## src/shared/pcs_pkg.sv

```systemverilog
// constants for the pll and system clock select block
package pcs_pkg;
    // ======================================================
    // register word offsets (byte addresses)
    localparam logic [7:0] PCS_OFF_PLL_SELECT_CONFIG = 8'h00;
    localparam logic [7:0] PCS_OFF_SYSTEM_CLOCK_SELECT = 8'h04;
    localparam logic [7:0] PCS_OFF_SYSTEM_CONTROL_REG = 8'h08;
    localparam logic [7:0] PCS_OFF_OSCILLATOR_CONTROL_REG = 8'h0c;
    // ======================================================
    // pll_select_config fields
    localparam int PCS_RS_LSB = 12;
    localparam int PCS_IS_LSB = 9;
    localparam int PCS_C2S_BIT = 8;
    localparam int PCS_ND_LSB = 3;
    localparam int PCS_FIX_LSB = 1;
    localparam int PCS_PLLSEL_BIT = 0;
    localparam logic [3:0] PCS_RS_RESET = 4'h7;
    localparam logic [1:0] PCS_IS_RESET = 2'h1;
    localparam logic PCS_C2S_RESET = 1'b0;
    localparam logic [4:0] PCS_ND_RESET = 5'h03;
    localparam logic [1:0] PCS_FIX_RESET = 2'h3;
    localparam logic [3:0] PCS_RS_X8 = 4'ha;
    localparam logic [1:0] PCS_IS_X8 = 2'h0;
    localparam logic [4:0] PCS_ND_X8 = 5'h07;
    // ======================================================
    // system_clock_select fields
    localparam int PCS_SYSCK_BIT = 1;
    localparam int PCS_SYSFLG_BIT = 0;
    // ======================================================
    // system_control_reg fields
    localparam int PCS_GEAR_LSB = 0;
    localparam int PCS_PERIPH_SEL_BIT = 4;
    localparam int PCS_PRESC_SEL_BIT = 5;
    localparam int PCS_PRESC_DIV_LSB = 8;
    localparam logic [1:0] PCS_GEAR_RESET = 2'h0;
    localparam logic [2:0] PCS_PRESC_DIV_RESET = 3'h0;
    // ======================================================
    // oscillator_control_reg fields
    localparam int PCS_WUP_START_BIT = 0;
    localparam int PCS_WUP_BUSY_BIT = 1;
    localparam int PCS_WUP_CLK_SEL_BIT = 2;
    localparam int PCS_PLL_RUN_BIT = 3;
    localparam int PCS_WUP_COUNT_LSB = 20;
    localparam logic [11:0] PCS_WUP_COUNT_RESET = 12'h000;
    // ======================================================
    // clock switch states, gray from idle through drain to catch; catch back to idle flips both bits
    typedef enum logic [1:0] {
        PCS_SW_IDLE = 2'b00,
        PCS_SW_DRAIN = 2'b01,
        PCS_SW_CATCH = 2'b11
    } pcs_sw_state_t;
endpackage

```

## src/design/pcs_glitch_switch.sv

```systemverilog
// glitch free switch between two clock tick streams
`timescale 1ns/1ps
module pcs_glitch_switch
    import pcs_pkg::*;
(
    // clock and reset
    input wire logic clk,
    input wire logic rstn,
    // sources and selection
    input wire logic tick_a,
    input wire logic tick_b,
    input wire logic sel,
    // result
    output logic tick_out,
    output logic cur
);
    pcs_sw_state_t state;
    pcs_sw_state_t next_state;
    logic old_tick;
    logic new_tick;

    assign old_tick = cur ? tick_b : tick_a;
    assign new_tick = cur ? tick_a : tick_b;
    // output muted while the switch is under way
    assign tick_out = (state == PCS_SW_IDLE) && old_tick;

    always_comb begin
        next_state = state;
        case (state)
            PCS_SW_IDLE: begin
                if (sel != cur) begin
                    next_state = PCS_SW_DRAIN;
                end
            end
            PCS_SW_DRAIN: begin
                if (old_tick) begin
                    next_state = PCS_SW_CATCH;
                end
            end
            PCS_SW_CATCH: begin
                if (new_tick) begin
                    next_state = PCS_SW_IDLE;
                end
            end
            default: next_state = PCS_SW_IDLE;
        endcase
    end

    always_ff @(posedge clk or negedge rstn) begin
        if (!rstn) begin
            state <= PCS_SW_IDLE;
            cur <= 1'b0;
        end else begin
            state <= next_state;
            if (state == PCS_SW_CATCH && new_tick) begin
                cur <= ~cur;
            end
        end
    end

    // ======================================================
    // checks
    switch_mute_a: assert property (@(posedge clk) disable iff (!rstn)
        (state != PCS_SW_IDLE) |-> !tick_out)
        else $error("tick passed during a clock switch");
    status_lag_a: assert property (@(posedge clk) disable iff (!rstn)
        $changed(cur) |-> $past(state) == PCS_SW_CATCH && $past(new_tick))
        else $error("switch status moved without both sources seen");
endmodule

```

## src/design/pcs_warmup.sv

```systemverilog
// warm-up timer counting the selected oscillator ticks
`timescale 1ns/1ps
module pcs_warmup
    import pcs_pkg::*;
#(
    parameter int CW = 16
) (
    // clock and reset
    input wire logic clk,
    input wire logic rstn,
    // control
    input wire logic start,
    input wire logic clk_sel,
    input wire logic tick_osc,
    input wire logic tick_ls,
    input wire logic [CW-1:0] limit,
    // status
    output logic busy
);
    logic [CW-1:0] count;
    logic tick;

    assign tick = clk_sel ? tick_ls : tick_osc;

    always_ff @(posedge clk or negedge rstn) begin
        if (!rstn) begin
            count <= '0;
            busy <= 1'b0;
        end else if (start) begin
            count <= '0;
            busy <= 1'b1;
        end else if (busy && tick) begin
            count <= count + 1'b1;
            if (count + 1'b1 >= limit) begin
                busy <= 1'b0;
            end
        end
    end

    // ======================================================
    // checks
    busy_start_a: assert property (@(posedge clk) disable iff (!rstn)
        start |=> busy)
        else $error("warm-up did not start");
    busy_hold_a: assert property (@(posedge clk) disable iff (!rstn)
        (busy && !tick && !start) |=> busy)
        else $error("warm-up ended without a counted tick");
endmodule

```

## src/design/pcs_clock_select.sv

```systemverilog
// pll and system clock select: registers, muxes, dividers, warm-up
//
// Contract
// - pll select bit routes oscillator (0) or pll (1) to high-speed clock.
// - system clock select bit picks gear clock (0) or low-speed clock (1).
// - read-only status shows the source driving system clock, after a lag.
// - gear clock is high-speed clock divided by 1, 2, 4 or 8.
// - prescaler clock is low-speed clock or peripheral clock over 2 to 32.
// - reset returns every derived clock except low-speed to the oscillator; the prescaler clock resets to the oscillator over 2.
// - pll output is four or eight times the oscillator per the multiplier.
// - a warm-up timer gives oscillator and pll a stabilisation interval.
// - warm-up counter counts the clock picked by the warm-up clock select.
// - writing 1 starts warm-up, reads 0; status is 1 while warm-up runs.
//
// The placing of the registers and the plain strobed port were decided locally.
`timescale 1ns/1ps
module pcs_clock_select
    import pcs_pkg::*;
#(
    parameter int WUP_BITS = 16
) (
    // clock and reset
    input wire logic CLK,
    input wire logic RSTN,
    // register port
    input wire logic [7:0] ADDR,
    input wire logic [31:0] WDATA,
    input wire logic WR,
    input wire logic RD,
    output logic [31:0] RDATA,
    // raw clock levels from the oscillators and the pll
    input wire logic OSC_CLK_IN,
    input wire logic LS_CLK_IN,
    input wire logic PLL_CLK_IN,
    // pll control
    output logic PLL_RUN,
    output logic PLL_MULT8,
    // derived clock ticks
    output logic HS_TICK,
    output logic GEAR_TICK,
    output logic PERIPH_TICK,
    output logic PRESC_TICK,
    output logic SYS_TICK
);
    // ======================================================
    // divider mask: low n bits set
    function automatic logic [4:0] pcs_mask(input logic [2:0] n);
        logic [4:0] m;
        m = 5'h00;
        for (int i = 0; i < 5; i++) begin
            if (i < int'(n)) begin
                m[i] = 1'b1;
            end
        end
        return m;
    endfunction

    // ======================================================
    // input synchronisers and edge ticks
    logic [2:0] raw_in;
    logic [2:0] sync1;
    logic [2:0] sync2;
    logic [2:0] sync3;
    logic [2:0] rise;
    assign raw_in = {PLL_CLK_IN, LS_CLK_IN, OSC_CLK_IN};

    genvar g;
    generate
        for (g = 0; g < 3; g++) begin : gen_sync
            always_ff @(posedge CLK or negedge RSTN) begin
                if (!RSTN) begin
                    sync1[g] <= 1'b0;
                    sync2[g] <= 1'b0;
                    sync3[g] <= 1'b0;
                end else begin
                    sync1[g] <= raw_in[g];
                    sync2[g] <= sync1[g];
                    sync3[g] <= sync2[g];
                end
            end
            assign rise[g] = sync2[g] & ~sync3[g];
        end
    endgenerate

    logic osc_tick;
    logic ls_tick;
    logic pll_tick;
    assign osc_tick = rise[0];
    assign ls_tick = rise[1];
    assign pll_tick = rise[2];

    // ======================================================
    // registers
    logic [3:0] pll_range_code;
    logic [1:0] pll_input_scale;
    logic pll_mult_bit;
    logic [4:0] pll_feedback_divider;
    logic [1:0] pll_fixed;
    logic pll_select;
    logic sys_select;
    logic [1:0] gear_select;
    logic peripheral_source_select;
    logic prescaler_source_select;
    logic [2:0] presc_div;
    logic wup_clk_sel;
    logic pll_run_enable;
    logic [11:0] wup_count;

    logic wr_pll;
    logic wr_sys;
    logic wr_ctl;
    logic wr_osc;
    logic wup_start;
    assign wr_pll = WR && ADDR == PCS_OFF_PLL_SELECT_CONFIG;
    assign wr_sys = WR && ADDR == PCS_OFF_SYSTEM_CLOCK_SELECT;
    assign wr_ctl = WR && ADDR == PCS_OFF_SYSTEM_CONTROL_REG;
    assign wr_osc = WR && ADDR == PCS_OFF_OSCILLATOR_CONTROL_REG;
    assign wup_start = wr_osc && WDATA[PCS_WUP_START_BIT];

    always_ff @(posedge CLK or negedge RSTN) begin
        if (!RSTN) begin
            pll_range_code <= PCS_RS_RESET;
            pll_input_scale <= PCS_IS_RESET;
            pll_mult_bit <= PCS_C2S_RESET;
            pll_feedback_divider <= PCS_ND_RESET;
            pll_fixed <= PCS_FIX_RESET;
            pll_select <= 1'b0;
            sys_select <= 1'b0;
            gear_select <= PCS_GEAR_RESET;
            peripheral_source_select <= 1'b0;
            prescaler_source_select <= 1'b0;
            presc_div <= PCS_PRESC_DIV_RESET;
            wup_clk_sel <= 1'b0;
            pll_run_enable <= 1'b0;
            wup_count <= PCS_WUP_COUNT_RESET;
        end else begin
            if (wr_pll) begin
                pll_range_code <= WDATA[PCS_RS_LSB +: 4];
                pll_input_scale <= WDATA[PCS_IS_LSB +: 2];
                pll_mult_bit <= WDATA[PCS_C2S_BIT];
                pll_feedback_divider <= WDATA[PCS_ND_LSB +: 5];
                pll_fixed <= WDATA[PCS_FIX_LSB +: 2];
                pll_select <= WDATA[PCS_PLLSEL_BIT];
            end
            if (wr_sys) begin
                sys_select <= WDATA[PCS_SYSCK_BIT];
            end
            if (wr_ctl) begin
                gear_select <= WDATA[PCS_GEAR_LSB +: 2];
                peripheral_source_select <= WDATA[PCS_PERIPH_SEL_BIT];
                prescaler_source_select <= WDATA[PCS_PRESC_SEL_BIT];
                presc_div <= WDATA[PCS_PRESC_DIV_LSB +: 3];
            end
            if (wr_osc) begin
                wup_clk_sel <= WDATA[PCS_WUP_CLK_SEL_BIT];
                pll_run_enable <= WDATA[PCS_PLL_RUN_BIT];
                wup_count <= WDATA[PCS_WUP_COUNT_LSB +: 12];
            end
        end
    end

    // ======================================================
    // high-speed clock: oscillator or pll, glitch free
    logic hs_tick;
    logic hs_cur;
    pcs_glitch_switch u_hs_switch (
        .clk(CLK),
        .rstn(RSTN),
        .tick_a(osc_tick),
        .tick_b(pll_tick),
        .sel(pll_select),
        .tick_out(hs_tick),
        .cur(hs_cur)
    );

    // ======================================================
    // gear divider
    logic [2:0] gear_cnt;
    logic gear_tick;
    logic [4:0] gear_mask;
    assign gear_mask = pcs_mask({1'b0, gear_select});
    assign gear_tick = hs_tick && (gear_cnt & gear_mask[2:0]) == 3'h0;

    always_ff @(posedge CLK or negedge RSTN) begin
        if (!RSTN) begin
            gear_cnt <= 3'h0;
        end else if (hs_tick) begin
            gear_cnt <= gear_cnt + 3'h1;
        end
    end

    // ======================================================
    // peripheral and prescaler clocks
    logic periph_tick;
    logic [4:0] presc_cnt;
    logic [4:0] presc_mask;
    logic presc_div_tick;
    logic presc_tick;
    logic [2:0] presc_n;
    assign periph_tick = peripheral_source_select ? hs_tick : gear_tick;
    assign presc_n = (presc_div > 3'h4) ? 3'h5 : presc_div + 3'h1;
    assign presc_mask = pcs_mask(presc_n);
    assign presc_div_tick = periph_tick && (presc_cnt & presc_mask) == presc_mask;
    assign presc_tick = prescaler_source_select ? ls_tick : presc_div_tick;

    always_ff @(posedge CLK or negedge RSTN) begin
        if (!RSTN) begin
            presc_cnt <= 5'h00;
        end else if (periph_tick) begin
            presc_cnt <= presc_cnt + 5'h01;
        end
    end

    // ======================================================
    // system clock: gear or low-speed, glitch free
    logic sys_tick;
    logic sys_cur;
    pcs_glitch_switch u_sys_switch (
        .clk(CLK),
        .rstn(RSTN),
        .tick_a(gear_tick),
        .tick_b(ls_tick),
        .sel(sys_select),
        .tick_out(sys_tick),
        .cur(sys_cur)
    );

    // ======================================================
    // warm-up timer
    logic wup_busy;
    pcs_warmup #(
        .CW(WUP_BITS)
    ) u_warmup (
        .clk(CLK),
        .rstn(RSTN),
        .start(wup_start),
        .clk_sel(wup_clk_sel),
        .tick_osc(osc_tick),
        .tick_ls(ls_tick),
        .limit(WUP_BITS'({wup_count, 4'h0})),
        .busy(wup_busy)
    );

    // ======================================================
    // multiplier decode
    logic mult8;
    assign mult8 = pll_range_code == PCS_RS_X8 && pll_input_scale == PCS_IS_X8
        && pll_feedback_divider == PCS_ND_X8;

    // ======================================================
    // read data
    logic [31:0] rd_pll;
    logic [31:0] rd_sys;
    logic [31:0] rd_ctl;
    logic [31:0] rd_osc;
    logic [31:0] next_rdata;
    assign rd_pll = {16'h0000, pll_range_code, 1'b0, pll_input_scale, pll_mult_bit,
        pll_feedback_divider, pll_fixed, pll_select};
    assign rd_sys = {30'h0, sys_select, sys_cur};
    assign rd_ctl = {21'h0, presc_div, 2'h0, prescaler_source_select,
        peripheral_source_select, 2'h0, gear_select};
    assign rd_osc = {wup_count, 16'h0000, pll_run_enable, wup_clk_sel, wup_busy,
        1'b0};
    assign next_rdata = !RD ? 32'h0 :
        ADDR == PCS_OFF_PLL_SELECT_CONFIG ? rd_pll :
        ADDR == PCS_OFF_SYSTEM_CLOCK_SELECT ? rd_sys :
        ADDR == PCS_OFF_SYSTEM_CONTROL_REG ? rd_ctl :
        ADDR == PCS_OFF_OSCILLATOR_CONTROL_REG ? rd_osc : 32'h0;

    // ======================================================
    // output flops
    always_ff @(posedge CLK or negedge RSTN) begin
        if (!RSTN) begin
            RDATA <= 32'h0;
            PLL_RUN <= 1'b0;
            PLL_MULT8 <= 1'b0;
            HS_TICK <= 1'b0;
            GEAR_TICK <= 1'b0;
            PERIPH_TICK <= 1'b0;
            PRESC_TICK <= 1'b0;
            SYS_TICK <= 1'b0;
        end else begin
            RDATA <= next_rdata;
            PLL_RUN <= pll_run_enable;
            PLL_MULT8 <= mult8;
            HS_TICK <= hs_tick;
            GEAR_TICK <= gear_tick;
            PERIPH_TICK <= periph_tick;
            PRESC_TICK <= presc_tick;
            SYS_TICK <= sys_tick;
        end
    end

    // ======================================================
    // checks
    hs_source_a: assert property (@(posedge CLK) disable iff (!RSTN)
        (hs_tick && !hs_cur) |-> osc_tick)
        else $error("high-speed tick not from oscillator");
    sys_source_a: assert property (@(posedge CLK) disable iff (!RSTN)
        (sys_tick && sys_cur) |-> ls_tick)
        else $error("system tick not from low-speed clock");
    gear_div_a: assert property (@(posedge CLK) disable iff (!RSTN)
        (gear_select == 2'h3 && gear_tick) |-> gear_cnt[2:0] == 3'h0)
        else $error("gear divide by eight wrong");
    presc_div_a: assert property (@(posedge CLK) disable iff (!RSTN)
        (!prescaler_source_select && presc_tick) |-> periph_tick && presc_cnt[0])
        else $error("prescaler tick off divided phase");
    start_reads_a: assert property (@(posedge CLK) disable iff (!RSTN)
        (RD && ADDR == PCS_OFF_OSCILLATOR_CONTROL_REG) |=> RDATA[PCS_WUP_START_BIT] == 1'b0)
        else $error("warm-up start bit read back as one");
    flag_read_a: assert property (@(posedge CLK) disable iff (!RSTN)
        (RD && ADDR == PCS_OFF_SYSTEM_CLOCK_SELECT) |=> RDATA[PCS_SYSFLG_BIT] == $past(sys_cur))
        else $error("status flag read wrong");
    mult_out_a: assert property (@(posedge CLK) disable iff (!RSTN)
        ##1 PLL_MULT8 == $past(mult8))
        else $error("multiplier output not from decode");
endmodule

```

## config.mk

```make
export PLATFORM = sky130hd
export DESIGN_NAME = pcs_clock_select
export DESIGN_NICKNAME = d
export VERILOG_FILES = /design/src/shared/pcs_pkg.sv /design/src/design/pcs_glitch_switch.sv /design/src/design/pcs_warmup.sv /design/src/design/pcs_clock_select.sv
export SDC_FILE = /design/constraint.sdc
export NUM_CORES = 1
export LEC_CHECK = 0
export ABC_AREA = 1
export BUFFER_PORTS_ARGS = -buffer_cell sky130_fd_sc_hd__buf_2
export CORE_ASPECT_RATIO = 0.7
export CORE_MARGIN = 3
export CORE_UTILIZATION = 50
export CTS_BUF_LIST = sky130_fd_sc_hd__clkbuf_8
export DETAILED_ROUTE_END_ITERATION = 8
export GPL_ROUTABILITY_DRIVEN = 0
export PLACE_DENSITY = 0.81
export SLEW_MARGIN = 10
export SYNTH_ARGS = -nofsm -noshare
export SYNTH_HDL_FRONTEND = slang
export SYNTH_SLANG_ARGS = --single-unit
export TNS_END_PERCENT = 50
```

## constraint.sdc

```tcl
create_clock -name CLK -period 2.8 [get_ports CLK]
set_input_delay 0.14 -clock CLK [delete_from_list [all_inputs] [get_ports CLK]]
set_output_delay 0.14 -clock CLK [all_outputs]
set_load 0.005 [all_outputs]
```

# Word-level counts from Yosys, hierarchy flattened
# Cells that the tools add are included.
dict set report totals {
  wordCells 139
  regBits 116
  output_inout_bits 39
}
dict set report op_classes {
  order_cmp 10
  n_mux 34
  add_sub_neg 4
  eq_ne 18
  reduce_logical 24
  bitwise 10
}
# operator count
set op_table {}
lappend op_table {{32-bit 2-to-1 mux} 5}
lappend op_table {{16-bit 2-to-1 mux} 2}
lappend op_table {{1-bit 2-to-1 mux} 18}
lappend op_table {{16-bit by 1-bit adder with 16-bit output (second input constant)} 1}
lappend op_table {{8-bit by 4-bit == test with 1-bit output (second input constant)} 2}
lappend op_table {{16-bit greater-or-equal comparator} 1}
lappend op_table {{1-bit logical AND} 14}
lappend op_table {{2-bit 2-to-1 mux} 6}
lappend op_table {{2-bit case mux with 3 select lines} 2}
lappend op_table {{8-bit by 3-bit == test with 1-bit output (second input constant)} 1}
lappend op_table {{8-bit zero test} 1}
lappend op_table {{2-bit by 1-bit != test with 1-bit output (second input constant)} 4}
lappend op_table {{3-bit by 1-bit adder with 3-bit output (second input constant)} 2}
lappend op_table {{2-bit zero test} 3}
lappend op_table {{1-bit by 3-bit less-than comparator with 1-bit output (first input constant)} 2}
lappend op_table {{2-bit by 3-bit less-than comparator with 1-bit output (first input constant)} 2}
lappend op_table {{3-bit AND reduction} 2}
lappend op_table {{5-bit by 1-bit adder with 5-bit output (second input constant)} 1}
lappend op_table {{5-bit bitwise AND} 1}
lappend op_table {{5-bit by 3-bit == test with 1-bit output (second input constant)} 1}
lappend op_table {{5-bit == test} 1}
lappend op_table {{1-bit inverter} 5}
lappend op_table {{2-bit by 1-bit == test with 1-bit output (second input constant)} 2}
lappend op_table {{2-bit == test (second input constant)} 2}
lappend op_table {{other kinds (13)} 19}

# Logic depth before layout (Yosys ltp)
dict set report depth {
  word_depth 8
  depth_mapped 17
  ltp_nobuf 17
}

# Hierarchy
# From an unflattened synthesis, not the netlist that was laid out.
dict set report hier_totals {
  cells_unflattened 629
  hier_area_um2 5496.5
}
# mod area_per_inst_um2 n_inst cells_per_inst
set modules_own_cells {}
lappend modules_own_cells {pcs_clock_select 3688.5 1 370}
lappend modules_own_cells {pcs_warmup 1457.6 1 209}
lappend modules_own_cells {pcs_glitch_switch 175.2 2 25}

# Worst setup path after synthesis
# OpenSTA, ideal clock, no wires.
dict set report synth_path {
  kind {register to register}
  start {register u_warmup.count[0]}
  end {register u_warmup.busy}
  slack_ns 0.667
  required_time_ns 2.682
  arrival_ns 2.015
  synth_period_minus_slack_ns 2.133
  path_stages_with_launch 17
  path_cell_list {dfrtp_1 > ha_1 > nand3_1 > nor2_2 > nand3_1 > xor2_1 > inv_1 > ha_1 > nand2_1 > inv_1 > nand2_1 > nor2_1 > nand3_1 > nand3_1 > nand2_1 > nand2_1 > nand2_1}
}
dict set report synth_between {
  elab_chain_len 4
}
# element line
set synth_lines {}
lappend synth_lines {{start: declaration} pcs_warmup.sv:20} ;# logic [CW-1:0] count;
lappend synth_lines {{start signal: assignment} pcs_warmup.sv:33} ;# count <= count + 1'b1;
lappend synth_lines {{16-bit by 1-bit adder with 16-bit output} pcs_warmup.sv:34} ;# if (count + 1'b1 >= limit) begin
lappend synth_lines {{16-bit greater-or-equal comparator} pcs_warmup.sv:34}
lappend synth_lines {{2-bit nonzero test (no line)} --}
lappend synth_lines {{2-bit AND reduction (no line)} --}
lappend synth_lines {{end signal: assignment} pcs_warmup.sv:28} ;# busy <= 1'b0;
lappend synth_lines {{end signal: assignment} pcs_warmup.sv:31} ;# busy <= 1'b1;
lappend synth_lines {{end signal: assignment} pcs_warmup.sv:35} ;# busy <= 1'b0;
lappend synth_lines {{end: declaration} pcs_warmup.sv:18} ;# output logic busy
# Every way passes these cells.
# A chain may end at the register's enable or synchronous reset.

# Worst setup path after layout
# Same ends and word-level chain as after synthesis.

==> results.py <==
metrics = {
    "status": {
        "status": "finished, final reports clean",
    },
    "place": {
        "dp_cells": 759,
        "dp_hpwl_um": 7990,
        "port_buffers": 75,
    },
    "synth": {
        "ys_ff_latch": 111,
        "netlist.area_leader.share": 0.507,
        "ys_warn_count": 0,
        "yosys-top-cells-area": "dfrtp_1 51%, nand2_1 8.0%, inv_1 6.3%",
        "ys_seq_area_frac": 0.548,
        "synth_edf_count": 0,
        "synth_cells": 564,
        "synthesis.area_um2": 5080,
        "synth_async_sr_flop_share": 1.00,
        "ys_types": 35,
        "syn_avg_cell_area_um2": 9.02,
        "synth_area_leader_cell": "dfrtp_1",
        "synth_ff_type": "dfrtp_1",
    },
    "clock_tree": {
        "root_buffer": "clkbuf_8",
        "numCtsBuffers": 9,
        "cts.repair.resized": 0,
        "cts_setup_buffers": 0,
        "h-tree-depth": 3,
        "cts_sinks": 111,
        "clk-insertion-delay-late_ns": 0.38,
        "cts_tree": "built",
        "clockBufferDepth": 2,
        "path_clk_slew_ns": 0.11,
        "ctsHoldBuffers": 18,
    },
    "global_routing": {
        "grt_util_all_layers": 0.197,
        "grt_pass1_vias": 3879,
        "grt_first_pass_wirelength_um": 18200,
        "globalRoute.totalOverflow": 0,
        "antenna_found_initial": 0,
        "grt_max_degree": 62,
    },
    "final_layout": {
        "fin_cells": 793,
        "drive_gt1_frac": 0.189,
        "final_common_cell": "nand2_1",
        "n_antenna_cell": 0,
        "fillers": 772,
        "layout_common_cells": "108 x nand2_1, 103 x dfrtp_1, 86 x inv_1",
        "final_nets": 725,
        "area_growth_pct": 16.8,
    },
    "routing": {
        "drt_iter0_markers": 275,
        "wl_met2_um": 4930,
        "drcViolationCount": 0,
        "avgRoutedWirePerCell_um": 13.7,
        "postRouteAntennaNets": 0,
        "firstDrtPassIters": 5,
        "wl_um": 10900,
        "via_count": 3981,
        "wl_met1_um": 5040,
        "top_layer": "met4",
        "viasPerCell": 5.02,
        "wl_met3_um": 678,
    },
    "pwr": {
        "powerDensity_nw_per_um2": 561,
        "p_leak_nw": 3.29,
        "peakVddDrop_v": 0.000245,
    },
    "hold_path": {
        "hold_path.class": "input port to flip-flop",
        "hold_depth": 3,
        "worstHoldStart": "WDATA[23]",
        "hold_path_end": "wup_count[3]",
    },
    "timing": {
        "setup-tns-final_ns": 0,
        "fin_skew_ns": 0.0142,
        "relSlewSlack": 0.556,
        "hold_violations": 0,
        "finalMaxSlewViolations": 0,
        "tightest_slew_ns": 0.665,
        "fmax_mhz": 407,
        "fin_crit_sh": 0.878,
        "setup_viol": 0,
        "final.min_clock_period_ns": 2.46,
        "rsz0062_at_grt": "false",
    },
    "worst_setup_path": {
        "crit_arrival_ns": 2.75,
        "r2r-start": "u_warmup.count[0]",
        "crit_type": "flip-flop to flip-flop",
        "start_kind": "flip-flop",
        "reg2reg_slack_ns": 0.34,
        "end_kind": "flip-flop",
        "reg2reg_depth": 16,
        "r2r-end": "u_warmup.busy",
        "critPathMaxFanout": 7,
        "required_ns": 3.09,
    },
    "die": {
        "core_um2": 9800,
        "die-area_um2": 11400,
        "die_w_um": 127,
        "row_count": 30,
        "pin_count": 86,
        "die_h_um": 90.4,
        "initial_core_util": 0.519,
    },
    "job": {
        "maxCapViolCount": 0,
    },
}
-- area by class of cell --
type	count	area [um2]	share of cell area
sequential	111	2790	0.469
tap	128	160	0.0270
clock buffer	9	124	0.0209
multi-input combinational	357	1900	0.320
clock inverter	7	65.1	0.0110
inverter	87	327	0.0550
timing repair buffer	94	578	0.0973
-- worst max path at each step --
stage | start | end | slack [ns] | cells past startpoint
6_report | u_warmup.count[0] | u_warmup.busy | 0.34 | 16
5_1_grt | u_warmup.count[0] | u_warmup.busy | 0.06 | 16
4_1_cts | u_warmup.count[0] | u_warmup.busy | 0.35 | 16
3_5_place_dp | u_warmup.count[0] | u_warmup.busy | 0.38 | 16
3_3_place_gp | u_warmup.count[0] | u_warmup.busy | 0.48 | 16
2_1_floorplan | u_warmup.count[0] | u_warmup.busy | 0.67 | 16
-- through the flow --
| stage | util | hold WS, ns | setup slack [ns] | power, mW | instance area, um2 |
|---|---|---|---|---|---|
| final | 0.606 | 0.00434 | 0.343 | 3.33 | 5940 |
| after global routing | 0.606 | 0.000541 | 0.0623 | 3.54 | 5940 |
| after floorplan | - | -0.156 | 0.667 | 2.25 | 5100 |
| after global placement | 0.569 | 0.205 | 0.482 | 2.38 | 5570 |
| after CTS | 0.606 | 0.00244 | 0.354 | 3.36 | 5940 |
| after detailed placement | 0.569 | 0.209 | 0.379 | 2.43 | 5570 |
-- sequential cells by signal, summed over array words and instances, names as in the netlist, 2 cells and up --
name                  count
pll_feedback_divider      5
pll_input_scale           2
pll_range_code            4
wup_count                12
presc_div                 3
u_warmup.count           16
sync2                     3
gear_cnt                  3
u_hs_switch.state         2
RDATA                    27
sync3                     3
presc_cnt                 5
pll_fixed                 2
u_sys_switch.state        2
gear_select               2
sync1                     3
-- synthesized netlist by cell type (2+ instances only) --
| library cell | count |
|---|---|
| nand2_1 | 108 |
| dfrtp_1 | 103 |
| inv_1 | 86 |
| nor2_1 | 62 |
| o21ai_0 | 37 |
| a21oi_1 | 29 |
| nand3_1 | 24 |
| ha_1 | 18 |
| xor2_1 | 15 |
| dfstp_2 | 8 |
| buf_4 | 7 |
| o21ai_1 | 7 |
| mux2_2 | 5 |
| nand2_2 | 5 |
| nand4_1 | 5 |
| nor3_1 | 5 |
| buf_2 | 4 |
| nor2_2 | 4 |
| o21bai_1 | 4 |
| o22ai_1 | 4 |
| nand3_2 | 3 |
| nor4_1 | 3 |
| xnor2_1 | 3 |
| nor2_4 | 2 |
| o21ai_2 | 2 |
| or2_2 | 2 |
-- power by group --
group / switching (mW) / leakage [nW] / internal (mW)
sequential: 0.135 / 1.36 / 1.76
combinational: 0.310 / 1.83 / 0.221
clock: 0.565 / 0.0938 / 0.344
-- critical path, stage by stage, from the launching register on --
cell and delay [ns]:
dfrtp_1 0.48, ha_1 0.24, nand3_1 0.16, nor2_2 0.20, nand3_1 0.12, xor2_1 0.18
inv_1 0.07, ha_1 0.27, nand2_1 0.05, inv_1 0.08, nand2_1 0.06, nor2_1 0.13
nand3_1 0.09, nand3_1 0.08, nand2_1 0.05, nand2_1 0.06, nand2_1 0.04
-- layer usage --
layer  up-vias  GRT usage
li1       1966          -
met1      1872      0.269
met3        20     0.0514
met4         0     0.0670
met5         -          0
met2       123      0.307
-- logic make-up after synthesis --
| family | share of synthesized area |
|---|---|
| compound gates | 0.0896 |
| xor+xnor | 0.0310 |
| fa+ha+maj | 0.0443 |
| buf+inv | 0.0814 |
| flops | 0.548 |
| mux | 0.0111 |
| other cells | 0.000737 |
| simple gates | 0.194 |
Power figures use the tool's default switching activity.
